--- config.mk ---
export PLATFORM = sky130hd
export DESIGN_NAME = e1nb_top
export DESIGN_NICKNAME = d
export VERILOG_FILES = /design/src/include/e1nb_pkg.sv /design/src/rtl/e1nb_top.sv
export SDC_FILE = /design/constraint.sdc
export NUM_CORES = 1
export LEC_CHECK = 0
export BUFFER_PORTS_ARGS = -buffer_cell sky130_fd_sc_hd__buf_2
export CORE_ASPECT_RATIO = 0.75
export CORE_UTILIZATION = 55
export CTS_CLUSTER_SIZE = 12
export DETAILED_ROUTE_END_ITERATION = 7
export GPL_ROUTABILITY_DRIVEN = 1
export HOLD_SLACK_MARGIN = 0.03
export PLACE_DENSITY_LB_ADDON = 0.3
export SYNTH_ARGS = -nofsm -noshare
export SYNTH_HDL_FRONTEND = slang
export SYNTH_SLANG_ARGS = --single-unit
--- constraint.sdc ---
create_clock -name i_clk -period 7.95 [get_ports i_clk]
set_input_delay 1.9875 -clock i_clk [delete_from_list [all_inputs] [get_ports i_clk]]
set_output_delay 1.9875 -clock i_clk [all_outputs]
set_load 0.1 [all_outputs]
--- src/include/e1nb_pkg.sv ---
// constants for the timeslot-zero spare-bit framer
package e1nb_pkg;
  // ==========================================
  // timing
  localparam int CLK_PERIOD_PS = 5000;
  localparam int LINK_PULSE_NS = 244;
  localparam int LINK_PULSE_CYC = (LINK_PULSE_NS * 1000) / CLK_PERIOD_PS;
  localparam int LINK_SAMPLE_DLY = 2;
  localparam int PULSE_W = 8;
  // ==========================================
  // frame structure
  localparam logic [3:0] MF_LAST = 4'h0;
  localparam logic [7:0] TS0_SA_FIRST = 8'h03;
  localparam logic [7:0] TS0_SA_LAST = 8'h07;
  localparam logic [7:0] TS0_ALARM = 8'h02;
  localparam logic [7:0] TS0_FIXED_ONE = 8'h01;
  localparam logic [6:0] FAS_WORD = 7'h1B;
  localparam logic [5:0] MFAS_WORD = 6'h0B;
  localparam logic [3:0] FRAME_LAST_MFAS = 4'hB;
  localparam logic [3:0] FRAME_E1 = 4'hD;
  localparam int SA_COUNT = 5;
  // ==========================================
  // pages and offsets
  localparam logic [7:0] PAGE_MASTER_CTRL = 8'h01;
  localparam logic [7:0] PAGE_MASTER_STAT = 8'h03;
  localparam logic [7:0] PAGE_TX_NBB = 8'h0D;
  localparam logic [7:0] PAGE_RX_NBB = 8'h0E;
  localparam logic [7:0] OFF_DL_SELECT = 8'h10;
  localparam logic [7:0] OFF_MF_STATUS = 8'h12;
  localparam logic [7:0] OFF_TRANSP_SEL = 8'h17;
  localparam logic [7:0] OFF_SA_IRQ_CTRL = 8'h19;
  localparam logic [7:0] OFF_MF_IRQ_MASK = 8'h1D;
  localparam logic [7:0] OFF_NBB_SA4 = 8'h00;
  // ==========================================
  // fields
  localparam int ST_MF_ALIGN = 0;
  localparam int ST_SA_CHG_LSB = 1;
  localparam int MASK_MF = 0;
  localparam int MASK_SA = 1;
  localparam logic [7:0] RST_BYTE = 8'h00;
  localparam logic [7:0] NBB_RST = 8'hFF;
endpackage

--- src/rtl/e1nb_top.sv ---
// spare-bit buffers, data link and timeslot-zero words of an E1 framer
// Operation
// - even frames carry the alignment word, odd frames the non-alignment word
// - bit 1 is the MSB and goes first; bit 8 is the LSB
// - alignment word C,0011011; other word 1 in bit 2, alarm, Sa4..Sa8
// - bit 1 of frames 1-11 is 001011; frames 13,15 carry E1,E2
// - five buffer bytes, Sa4..Sa8; columns F1 (MSB) to F15 (LSB)
// - transmit buffer on page 0DH, receive buffer on page 0EH
// - a link-selected spare bit overrides the transmit buffer value
// - multiframe start sets the align flag and a maskable interrupt
// - change interrupts per bit Sa5..Sa8 and per nibble Sa5..Sa8
// - per-bit transparent channel-zero spare bits from backplane data
// - each selected spare bit gives 4 kb/s, once per 250 us
// - select word bits 4-0 at 10H put Sa4..Sa8 on the link
// - tx link clock pulses 244 ns (here 48 cycles, 240 ns) in selected cells; data taken at rise
// - link-selected positions ignore every other source
// - rx link data is line data; rx clock pulses in selected cells
// - receive slips neither drop nor repeat link bits
// - page written with select bit low; registers with it high
// - receive buffer page read-only, transmit page read/write
`timescale 1ns/1ps

// ==========================================
// fifo
module e1nb_fifo #(
  parameter int WIDTH = 1,
  parameter int DEPTH = 16
) (
  // clock and reset
  input wire logic i_clk,
  input wire logic i_sys_rst,
  // fill side
  input wire logic i_in_valid,
  output logic o_in_ready,
  input wire logic [WIDTH-1:0] i_in_data,
  // drain side
  output logic o_out_valid,
  input wire logic i_out_ready,
  output logic [WIDTH-1:0] o_out_data
);
  localparam int AW = $clog2(DEPTH);
  localparam int CW = $clog2(DEPTH + 1);
  localparam logic [CW-1:0] FULL = CW'(DEPTH);
  localparam logic [AW-1:0] LAST = AW'(DEPTH - 1);
  logic [WIDTH-1:0] mem [DEPTH];
  logic [AW-1:0] wr_ptr;
  logic [AW-1:0] rd_ptr;
  logic [CW-1:0] count;
  logic push;
  logic pop;

  assign o_in_ready = count != FULL;
  assign o_out_valid = count != '0;
  assign o_out_data = mem[rd_ptr];
  assign push = i_in_valid && o_in_ready;
  assign pop = i_out_ready && o_out_valid;

  always_ff @(posedge i_clk) begin
    if (push) begin
      mem[wr_ptr] <= i_in_data;
    end
  end

  always_ff @(posedge i_clk) begin
    if (i_sys_rst) begin
      wr_ptr <= '0;
      rd_ptr <= '0;
      count <= '0;
    end else begin
      if (push) begin
        wr_ptr <= (wr_ptr == LAST) ? '0 : wr_ptr + 1'b1;
      end
      if (pop) begin
        rd_ptr <= (rd_ptr == LAST) ? '0 : rd_ptr + 1'b1;
      end
      count <= count + CW'(push) - CW'(pop);
    end
  end
endmodule

// ==========================================
// top
module e1nb_top #(
  parameter int LINK_FIFO_DEPTH = 16
) (
  // clock and reset
  input wire logic i_clk,
  input wire logic i_sys_rst,
  // processor port
  input wire logic i_cpu_cs,
  input wire logic i_cpu_wr,
  input wire logic i_cpu_rd,
  input wire logic [4:0] i_cpu_addr,
  input wire logic [7:0] i_cpu_wdata,
  output logic [7:0] o_cpu_rdata,
  // transmit backplane timing and line
  input wire logic i_tx_bit_clock,
  input wire logic i_tx_frame_pulse,
  input wire logic i_backplane_data_in,
  input wire logic i_tx_crc_bit,
  input wire logic i_tx_remote_alarm,
  input wire logic [1:0] i_tx_remote_crc_err,
  output logic o_tx_line_data,
  // receive extracted timing and line
  input wire logic i_rx_line_clock,
  input wire logic i_rx_frame_pulse,
  input wire logic i_rx_multiframe_pulse,
  input wire logic i_rx_line_data,
  // data link pins
  output logic o_tx_link_clock,
  input wire logic i_tx_link_data,
  output logic o_rx_link_clock,
  output logic o_rx_link_data,
  // interrupts
  output logic o_multiframe_align_irq,
  output logic o_spare_change_irq
);
  import e1nb_pkg::*;

  function automatic logic is_sa(input logic [7:0] idx);
    return idx >= TS0_SA_FIRST && idx <= TS0_SA_LAST;
  endfunction

  // select word bit 4 is Sa4 (ts0 index 3), bit 0 is Sa8 (index 7)
  function automatic logic sa_on(input logic [4:0] word, input logic [7:0] idx);
    return is_sa(idx) && word[3'(TS0_SA_LAST - idx)];
  endfunction

  function automatic logic [2:0] sa_num(input logic [7:0] idx);
    return 3'(idx - TS0_SA_FIRST);
  endfunction

  // F1 in the MSB through F15 in the LSB
  function automatic logic [2:0] col(input logic [3:0] frame);
    return 3'(3'h7 - frame[3:1]);
  endfunction

  // ==========================================
  // synchronisers
  localparam int NS = 8;
  logic [NS-1:0] meta;
  logic [NS-1:0] sync;
  logic tx_clk_q;
  logic rx_clk_q;
  logic tx_bit_edge;
  logic rx_bit_edge;

  always_ff @(posedge i_clk) begin
    if (i_sys_rst) begin
      meta <= '0;
      sync <= '0;
      tx_clk_q <= 1'b0;
      rx_clk_q <= 1'b0;
    end else begin
      meta <= {i_tx_bit_clock, i_tx_frame_pulse, i_backplane_data_in, i_rx_line_clock,
               i_rx_frame_pulse, i_rx_multiframe_pulse, i_rx_line_data, i_tx_link_data};
      sync <= meta;
      tx_clk_q <= sync[7];
      rx_clk_q <= sync[4];
    end
  end

  assign tx_bit_edge = sync[7] && !tx_clk_q;
  assign rx_bit_edge = sync[4] && !rx_clk_q;

  // ==========================================
  // registers
  logic [7:0] page;
  logic [4:0] dl_select;
  logic [4:0] transp_sel;
  logic [7:0] sa_irq_ctrl;
  logic [1:0] mf_irq_mask;
  logic [7:0] tx_nbb [SA_COUNT];
  logic [7:0] rx_nbb [SA_COUNT];
  logic [4:0] status;
  logic [7:0] rd_val;
  logic wr_reg;
  logic rd_status;
  logic [7:0] reg_off;

  assign reg_off = {4'h1, i_cpu_addr[3:0]};
  assign wr_reg = i_cpu_cs && i_cpu_wr && i_cpu_addr[4];
  assign rd_status = i_cpu_cs && i_cpu_rd && i_cpu_addr[4] && page == PAGE_MASTER_STAT
                     && reg_off == OFF_MF_STATUS;

  always_ff @(posedge i_clk) begin
    if (i_sys_rst) begin
      page <= RST_BYTE;
      dl_select <= '0;
      transp_sel <= '0;
      sa_irq_ctrl <= RST_BYTE;
      mf_irq_mask <= '1;
      for (int i = 0; i < SA_COUNT; i++) begin
        tx_nbb[i] <= NBB_RST;
      end
    end else if (i_cpu_cs && i_cpu_wr && !i_cpu_addr[4]) begin
      page <= i_cpu_wdata;
    end else if (wr_reg && page == PAGE_MASTER_CTRL) begin
      case (reg_off)
        OFF_DL_SELECT: dl_select <= i_cpu_wdata[4:0];
        OFF_TRANSP_SEL: transp_sel <= i_cpu_wdata[4:0];
        OFF_SA_IRQ_CTRL: sa_irq_ctrl <= i_cpu_wdata;
        OFF_MF_IRQ_MASK: mf_irq_mask <= i_cpu_wdata[1:0];
        default: ;
      endcase
    end else if (wr_reg && page == PAGE_TX_NBB && i_cpu_addr[3:0] < 4'(SA_COUNT)) begin
      tx_nbb[3'(i_cpu_addr[3:0])] <= i_cpu_wdata;
    end
  end

  // receive buffer page has no write path
  always_comb begin
    rd_val = RST_BYTE;
    if (!i_cpu_addr[4]) begin
      rd_val = page;
    end else if (page == PAGE_MASTER_CTRL) begin
      case (reg_off)
        OFF_DL_SELECT: rd_val = {3'h0, dl_select};
        OFF_TRANSP_SEL: rd_val = {3'h0, transp_sel};
        OFF_SA_IRQ_CTRL: rd_val = sa_irq_ctrl;
        OFF_MF_IRQ_MASK: rd_val = {6'h00, mf_irq_mask};
        default: rd_val = RST_BYTE;
      endcase
    end else if (page == PAGE_MASTER_STAT && reg_off == OFF_MF_STATUS) begin
      rd_val = {3'h0, status};
    end else if (i_cpu_addr[3:0] < 4'(SA_COUNT)) begin
      if (page == PAGE_TX_NBB) begin
        rd_val = tx_nbb[3'(i_cpu_addr[3:0])];
      end else if (page == PAGE_RX_NBB) begin
        rd_val = rx_nbb[3'(i_cpu_addr[3:0])];
      end
    end
  end

  always_ff @(posedge i_clk) begin
    if (i_sys_rst) begin
      o_cpu_rdata <= RST_BYTE;
    end else if (i_cpu_cs && i_cpu_rd) begin
      o_cpu_rdata <= rd_val;
    end
  end

  // ==========================================
  // transmit timing and word build
  logic [7:0] tx_idx;
  logic [3:0] tx_frame;
  logic [7:0] next_tx_idx;
  logic [3:0] next_tx_frame;
  logic [7:0] tx_shadow [SA_COUNT];
  logic next_tx_bit;
  logic tx_link_cell;
  logic fifo_in_ready;
  logic fifo_out_valid;
  logic fifo_out_data;
  logic fifo_pop;
  logic fifo_push;

  assign next_tx_idx = sync[6] ? '0 : tx_idx + 8'h01;
  assign next_tx_frame = sync[6] ? tx_frame + 4'h1 : tx_frame;
  assign tx_link_cell = next_tx_frame[0] && sa_on(dl_select, next_tx_idx);
  assign fifo_pop = tx_bit_edge && tx_link_cell;

  always_comb begin
    next_tx_bit = sync[5];
    if (next_tx_idx <= TS0_SA_LAST) begin
      if (!next_tx_frame[0]) begin
        if (next_tx_idx == '0) begin
          next_tx_bit = i_tx_crc_bit;
        end else begin
          next_tx_bit = FAS_WORD[3'(TS0_SA_LAST - next_tx_idx)];
        end
      end else if (next_tx_idx == '0) begin
        if (next_tx_frame <= FRAME_LAST_MFAS) begin
          next_tx_bit = MFAS_WORD[3'(3'h5 - next_tx_frame[3:1])];
        end else begin
          next_tx_bit = i_tx_remote_crc_err[next_tx_frame == FRAME_E1];
        end
      end else if (next_tx_idx == TS0_FIXED_ONE) begin
        next_tx_bit = 1'b1;
      end else if (next_tx_idx == TS0_ALARM) begin
        next_tx_bit = i_tx_remote_alarm;
      end else if (tx_link_cell) begin
        next_tx_bit = fifo_out_valid ? fifo_out_data : 1'b1;
      end else if (sa_on(transp_sel, next_tx_idx)) begin
        next_tx_bit = sync[5];
      end else begin
        next_tx_bit = tx_shadow[sa_num(next_tx_idx)][col(next_tx_frame)];
      end
    end
  end

  always_ff @(posedge i_clk) begin
    if (i_sys_rst) begin
      tx_idx <= '0;
      tx_frame <= '0;
      o_tx_line_data <= 1'b1;
      for (int i = 0; i < SA_COUNT; i++) begin
        tx_shadow[i] <= NBB_RST;
      end
    end else if (tx_bit_edge) begin
      tx_idx <= next_tx_idx;
      tx_frame <= next_tx_frame;
      o_tx_line_data <= next_tx_bit;
      if (sync[6] && next_tx_frame == MF_LAST) begin
        tx_shadow <= tx_nbb;
      end
    end
  end

  // ==========================================
  // transmit link clock and sampling
  logic [PULSE_W-1:0] tx_pulse_cnt;

  // a full fifo holds the clock back so no link bit is lost
  always_ff @(posedge i_clk) begin
    if (i_sys_rst) begin
      tx_pulse_cnt <= '0;
    end else if (tx_bit_edge && tx_link_cell && fifo_in_ready) begin
      tx_pulse_cnt <= PULSE_W'(LINK_PULSE_CYC);
    end else if (tx_pulse_cnt != '0) begin
      tx_pulse_cnt <= tx_pulse_cnt - 1'b1;
    end
  end

  assign o_tx_link_clock = tx_pulse_cnt != '0;
  // the pin value at the rising edge reaches sync after the synchroniser delay
  assign fifo_push = tx_pulse_cnt == PULSE_W'(LINK_PULSE_CYC - LINK_SAMPLE_DLY);

  e1nb_fifo #(
    .WIDTH(1),
    .DEPTH(LINK_FIFO_DEPTH)
  ) u_link_fifo (
    .i_clk(i_clk),
    .i_sys_rst(i_sys_rst),
    .i_in_valid(fifo_push),
    .o_in_ready(fifo_in_ready),
    .i_in_data(sync[0]),
    .o_out_valid(fifo_out_valid),
    .i_out_ready(fifo_pop),
    .o_out_data(fifo_out_data)
  );

  // ==========================================
  // receive timing, link output and capture
  logic [7:0] rx_idx;
  logic [3:0] rx_frame;
  logic [7:0] next_rx_idx;
  logic [3:0] next_rx_frame;
  logic [7:0] rx_acc [SA_COUNT];
  logic [4:0] rx_prev;
  logic [PULSE_W-1:0] rx_pulse_cnt;
  logic rx_cell;
  logic mf_start;
  logic [3:0] chg_set;

  assign next_rx_idx = sync[3] ? '0 : rx_idx + 8'h01;
  assign next_rx_frame = !sync[3] ? rx_frame : (sync[2] ? MF_LAST : rx_frame + 4'h1);
  assign rx_cell = rx_bit_edge && next_rx_frame[0] && is_sa(next_rx_idx);
  assign mf_start = rx_bit_edge && sync[3] && sync[2];

  // taken ahead of the elastic buffer, so slips never touch link bits
  always_ff @(posedge i_clk) begin
    if (i_sys_rst) begin
      rx_idx <= '0;
      rx_frame <= '0;
      o_rx_link_data <= 1'b1;
    end else if (rx_bit_edge) begin
      rx_idx <= next_rx_idx;
      rx_frame <= next_rx_frame;
      o_rx_link_data <= sync[1];
    end
  end

  always_ff @(posedge i_clk) begin
    if (i_sys_rst) begin
      rx_pulse_cnt <= '0;
    end else if (rx_cell && sa_on(dl_select, next_rx_idx)) begin
      rx_pulse_cnt <= PULSE_W'(LINK_PULSE_CYC);
    end else if (rx_pulse_cnt != '0) begin
      rx_pulse_cnt <= rx_pulse_cnt - 1'b1;
    end
  end

  assign o_rx_link_clock = rx_pulse_cnt != '0;

  always_ff @(posedge i_clk) begin
    if (i_sys_rst) begin
      rx_prev <= '1;
      for (int i = 0; i < SA_COUNT; i++) begin
        rx_acc[i] <= NBB_RST;
        rx_nbb[i] <= NBB_RST;
      end
    end else begin
      if (rx_cell) begin
        rx_acc[sa_num(next_rx_idx)][col(next_rx_frame)] <= sync[1];
        rx_prev[sa_num(next_rx_idx)] <= sync[1];
      end
      if (mf_start) begin
        rx_nbb <= rx_acc;
      end
    end
  end

  // ctrl bit i / i+4: bit / nibble change of Sa(8-i)
  always_comb begin
    chg_set = '0;
    for (int i = 0; i < 4; i++) begin
      if (rx_cell && sa_num(next_rx_idx) == 3'(4 - i) && sa_irq_ctrl[i]
          && sync[1] != rx_prev[4 - i]) begin
        chg_set[i] = 1'b1;
      end
      if (mf_start && sa_irq_ctrl[i + 4] && (rx_acc[4 - i][7:4] != rx_nbb[4 - i][7:4]
          || rx_acc[4 - i][3:0] != rx_nbb[4 - i][3:0])) begin
        chg_set[i] = 1'b1;
      end
    end
  end

  // ==========================================
  // status flags: clear on read, a coincident set wins
  always_ff @(posedge i_clk) begin
    if (i_sys_rst) begin
      status <= '0;
    end else begin
      status[ST_MF_ALIGN] <= mf_start || (status[ST_MF_ALIGN] && !rd_status);
      status[ST_SA_CHG_LSB +: 4] <= chg_set | (status[ST_SA_CHG_LSB +: 4] & {4{!rd_status}});
    end
  end

  assign o_multiframe_align_irq = status[ST_MF_ALIGN] && !mf_irq_mask[MASK_MF];
  assign o_spare_change_irq = (status[ST_SA_CHG_LSB +: 4] != '0) && !mf_irq_mask[MASK_SA];
endmodule

==> results of run 1 <==
[cell type report]
type,instances,area (µm²),share of cell area [%]
multi-input cells,1104,7640,49.4
well taps,338,423,2.73
repair buffers,55,312,2.01
inverters,29,109,0.703
flip-flops and latches,298,6130,39.5
clock inverters,3,18.8,0.121
clock buffers,42,857,5.53
[synthesized netlist by cell type, drive strengths merged (17+ instances only)]
cell type / instances / area, µm²
nor2b: 103 / 644
xor2: 50 / 445
ha: 30 / 375
a311o: 18 / 180
nor2: 122 / 458
inv: 28 / 105
buf: 20 / 100
a21oi: 64 / 320
nand2b: 23 / 144
mux4: 26 / 586
clkbuf: 82 / 308
nand3b: 48 / 360
nor4: 27 / 188
nor3: 49 / 245
o21ai: 26 / 130
nand2: 161 / 604
mux2i: 58 / 581
a22oi: 23 / 173
nand3: 17 / 85.1
dfxtp: 282 / 5650
a211o: 77 / 674
[placed cells by master, fill, tap and decap left out, types with 6 or more instances in the layout]
cell type	count
a22oi_1	23
or3_1	12
nand4_1	14
mux4_2	26
buf_4	12
nand2_1	161
nor2b_1	103
a221oi_1	13
a21boi_0	15
nand3b_1	48
o22ai_1	11
mux2i_1	58
clkbuf_16	31
ha_1	30
xnor2_1	15
a31oi_1	6
o211ai_1	9
nand3_1	17
nor2_1	122
a211oi_1	8
o21ai_0	26
inv_1	28
a311o_1	18
buf_2	42
clkbuf_1	7
nor4_1	23
nor3_1	48
nand2b_1	23
a21oi_1	64
xor2_1	49
o31ai_1	6
dfxtp_1	282
edfxtp_1	16
a211o_1	77
[worst max-delay path, cell delays in order (launching register included)]
cell and delay, ns:
dfxtp_1 0.63, ha_1 0.37, nand2b_1 0.20, inv_1 0.14, ha_1 0.28, nand4b_1 0.17, nor3_1 0.17, a21oi_1 0.08
nand2b_1 0.20, nor3_1 0.56, ha_1 0.25, inv_1 0.04, ha_1 0.19, fa_1 0.42, a21oi_1 0.15, nor2_1 0.06
or3_1 0.34, a21oi_1 0.14
[registers in the layout, indices dropped and copies added, names as in the netlist, 4 cells and up, named ones only]
register,count
dl_select,5
meta,8
o_cpu_rdata,8
page,8
rx_acc,40
rx_frame,4
rx_idx,8
rx_nbb,40
rx_prev,4
rx_pulse_cnt,8
sa_irq_ctrl,8
status,5
sync,8
transp_sel,5
tx_frame,4
tx_idx,8
tx_nbb,40
tx_pulse_cnt,8
tx_shadow,40
u_link_fifo.count,5
u_link_fifo.mem,16
u_link_fifo.rd_ptr,4
u_link_fifo.wr_ptr,4
[stage by stage]
stage,utilization (%),setup slack (ns),total power [µW]
floorplan,-,3.92,1920
global placement,58.0,3.43,2000
detailed placement,58.0,3.44,2010
CTS,61.4,3.50,3300
global route,61.4,2.98,3410
finish,61.4,3.49,3290
[kinds of logic after synthesis]
group	synth area share [%]
and+or+nand+nor	22.1
AOI/OAI and AO/OA	16.0
DFF	42.9
buffers and inverters	3.62
muxes	8.56
xor gates and xnor gates	4.04
adders and majority gates	2.77
[power groups by stage]
stage	Sequential, µW	Clock, µW	Combinational [µW]
floorplan	1620	0	296
global placement	1620	0	376
detailed placement	1620	0	384
CTS	1590	1330	386
global route	1600	1390	427
finish	1590	1310	387
[per-layer routing]
metal / up-vias / global-route usage (%) / wire length, µm
met4: 0 / 4.41 / 525
li1: 5490 / - / -
met1: 5540 / 41.9 / 17600
met3: 48 / 4.77 / 2640
met5: - / 0 / 0
met2: 387 / 38.4 / 14700
[worst min-delay path by stage]
stage	start	endpoint	depth (start not counted)
final	meta[1]	sync[1]	1
after CTS	meta[1]	sync[1]	1
after global routing	meta[1]	sync[1]	1
after global placement	meta[1]	sync[1]	1
after floorplan	meta[0]	sync[0]	1
after detailed placement	meta[1]	sync[1]	1
==> qor.csv, run 1 <==
metric;value;unit
dp_cells;1824;
instances_no_fill;1869;
slew_viol_final;0;
cts_made_buffers;30;
holdBufCountCts;0;
status;finished, final reports clean;
ant_nets;0;
rsz0062_at_grt;false;
die_x;188;µm
start_util;56.6;%
cp.arrival;4.94;ns
antennaDiodeCount;0;
rows;50;
critPathCapture;u_link_fifo.count[4];
worst_slew_pin_slew;1.19;ns
power_leakage;0.00559;µW
grt_max_degree;122;
final-setup-viol-count;0;
yosysWarnings;0;
wl;35400;µm
antenna_found_initial;0;
die_h;142;µm
synth_top_flop_cell;dfxtp_1;
grt_first_pass_wirelength;57400;µm
power_density;212;nW/µm²
tritoncts;built;
ys_seq_elements;298;
placed_area;14600;µm²
synth_edf_count;16;
required;8.44;ns
portBuffers;43;
clkTransAtPathRegs;0.06;ns
switching_share;26.6;%
htree_levels;1;
die_area;26600;µm²
netlist_instances;1533;
finalNetCount;1579;
clock_latency;0.56;ns
fmax;0.224;GHz
cts_sinks;298;
via_count;11465;
grt_pass1_vias;10547;
hold_class;flip-flop to flip-flop;
overflow;0;
synthesis.area;14300;µm²
n_fill_cell;2100;
whs;0.441;ns
min_period;4.46;ns
drc_errors;0;
critPathMaxFanout;16;
criticalPathCategory;flip-flop to flip-flop;
post_cts_resized;0;
drv_cap;0;
clockPowerShare;39.8;%
first_pass_iters;6;
reg2reg_to;u_link_fifo.count[4];
cts.path.max_buffers;3;
ff2ff_path_depth;17;
synth-async-reset-ratio;0;%
relSlewSlack;20.1;%
fin_skew;0.0159;ns
dp_hpwl;24700;µm
seq_area_frac_synth;42.9;%
critical_path.startpoint;tx_idx[0];
design.core.area;25200;µm²
r2r_setup_slack;3.49;ns
synthesis.nets;1594;
cts-root-buf;clkbuf_16;
cp-start-kind;flip-flop;
netlist-cell-type-count;69;
postCtsSetupBuffers;0;
ios;44;
r2r_start;tx_idx[0];
track_usage;26.8;%
place.gp.congestion;0.968;
drt_iter0_markers;1077;
fin_area;15500;µm²
period_share;56.0;%
ir_worst_vdd;191;µV
intPower;2410;µW
tns;0;ns
endpoint_kind;flip-flop;
area_delta_synth_final;8.50;%
avgSynthCellArea;9.31;µm²
vias_per_cell;6.13;
power.net_switching;873;µW
p_seq_share;48.4;%
combPwrFrac;11.8;%
final-hold-violation-count;0;
post_drt_wl_per_cell;19.0;µm
drive_gt1_share;9.27;%
Power figures use the tool's default switching activity.
==> run 2: changes to the inputs <==
- ABC_AREA: not set -> 1
- clock period: 7.95 -> 3.9 ns (I/O delays scaled with it)
==> qor.csv, run 2 <==
metric;value;unit
status;finished, final reports clean;
area_delta_synth_final;9.56;%
ant_nets;0;
yosys.area_share.xor_xnor;2.51;%
clkTransAtPathRegs;0.06;ns
synth-simple-area-share;26.4;%
power_leakage;0.00682;µW
ios;44;
hold_class;flip-flop to flip-flop;
place.gp.congestion;0.929;
layout_commonest_cell;nand2_1;
start_util;56.0;%
die_area;26100;µm²
slew_viol_final;0;
portBuffers;43;
yosys.area_share.adder;2.83;%
cp-start-kind;flip-flop;
vias_per_cell;5.75;
critical_path.startpoint;tx_idx[0];
post_cts_resized;0;
rsz0062_at_grt;false;
critPathMaxFanout;7;
grt_pass1_vias;11431;
cts_sinks;298;
seq_area_frac_synth;43.8;%
wl;37800;µm
synth-async-reset-ratio;0;%
cts-root-buf;clkbuf_16;
design.core.area;25000;µm²
clock_latency;0.56;ns
synth_edf_count;16;
netlist-cell-type-count;50;
finalNetCount;1962;
via_count;12942;
htree_levels;1;
drv_cap;0;
rows;50;
cp.arrival;3.88;ns
drive_gt1_share;7.58;%
post_drt_wl_per_cell;16.8;µm
endpoint_kind;flip-flop;
fin_area;15300;µm²
synth_commonest_cells;nand2_1, dfxtp_1, nand3_1;
synthesis.area;14000;µm²
fin_util;61.3;%
period_share;87.0;%
cts_made_buffers;30;
synthesis.nets;1951;
grt_max_degree;72;
holdBufCountCts;0;
die_x;186;µm
first_pass_iters;5;
min_period;3.39;ns
antenna_found_initial;1;
placed_area;14400;µm²
r2r_start;tx_idx[0];
worst_slew_pin_slew;0.832;ns
synth.most_common_cell;nand2_1;
avgSynthCellArea;7.40;µm²
drt_iter0_markers;1444;
tritoncts;built;
yosysWarnings;0;
postCtsSetupBuffers;0;
track_usage;29.1;%
dp_hpwl;26800;µm
tns;0;ns
final-hold-violation-count;0;
final-setup-viol-count;0;
required;4.39;ns
grt_first_pass_wirelength;60900;µm
mostFrequentLayoutCells;nand2_1, dfxtp_1, nand3_1, inv_1, o21ai_0;
power;6820;µW
synthTopCellsByArea;dfxtp_1, nand2_1, nand3_1, o21ai_0, inv_1;
synth.area.mux_share;0.215;%
holdCritStartpoint;meta[2];
netlist_instances;1890;
drc_errors;0;
fin_skew;0.0107;ns
cts.path.max_buffers;3;
synth_top_area_cell;dfxtp_1;
ys_seq_elements;298;
criticalPathCategory;flip-flop to flip-flop;
relSlewSlack;44.3;%
synth_top_area_share;40.4;%
die_h;140;µm
synth_top_flop_cell;dfxtp_1;
ir_worst_vdd;429;µV
synth_compound_area_share;16.8;%
overflow;0;
power_density;445;nW/µm²
fmax;0.295;GHz
synth_top_family_by_area;simple AND/OR/NAND/NOR gates;
## run 2: final timing paths
kind                            cells past startpoint  slack (ns)              endpoint
worst max-delay path                               20        0.51  u_link_fifo.count[4]
worst min-delay path                                2        0.40               sync[2]
worst min register to register                      2        0.40               sync[2]
worst max register to register                     20        0.51  u_link_fifo.count[4]
## run 2: logic make-up after synthesis
group / Yosys count
AOI/OAI and AO/OA: 402
xor gates and xnor gates: 40
adders and majority gates: 31
buffers and inverters: 268
DFF: 298
muxes: 3
and+or+nand+nor: 848
## run 2: routing by layer
metal | vias to the layer above | wire length, µm | part of all wire [%] | global-route usage [%]
li1 | 6374 | - | - | -
met1 | 5991 | 18200 | 48 | 45.9
met2 | 536 | 15400 | 41 | 41.5
met3 | 39 | 3800 | 10 | 4.91
met4 | 2 | 431 | 1.1 | 4.57
met5 | - | 8 | 0.021 | 0
## run 2: cell type report
cell class / count / area [µm²]
diodes: 1 / 2.50
fillers: 2241 / 9650
multi-input cells: 1324 / 6810
clock buffers: 41 / 853
repair buffers: 64 / 385
clock inverters: 3 / 18.8
flip-flops and latches: 298 / 6130
inverters: 183 / 692
well taps: 338 / 423
## run 2: metrics by stage
| step | hold slack (ns) | std cells | worst slack, ns |
|---|---|---|---|
| 6_report | 0.401 | 2252 | 0.508 |
| 5_1_grt | 0.421 | 2251 | 0.0878 |
| 4_1_cts | 0.403 | 2251 | 0.501 |
| 3_5_place_dp | 0.397 | 2207 | 0.526 |
| 3_3_place_gp | 0.391 | 2207 | 0.653 |
| 2_1_floorplan | 0.388 | 1890 | 0.905 |
## run 2: power breakdown
group          internal [µW]  switching, µW
logic                    278            658
registers               3160           68.3
clock network           1500           1160
total                   4940           1880
## run 2: worst max-delay path, cell delays in order, from the launching register on
cell	delay, ns
dfxtp_1	0.45
ha_1	0.21
nand2_1	0.12
nor2_1	0.19
nor2_1	0.06
o21ai_0	0.12
nand2_1	0.10
nor2_2	0.17
nand3_1	0.12
nor3_2	0.21
nand2_1	0.18
inv_2	0.11
ha_1	0.13
inv_1	0.04
ha_1	0.20
fa_1	0.42
nand2_1	0.08
a21oi_1	0.06
nor2_1	0.12
o21ai_0	0.09
a21oi_1	0.15
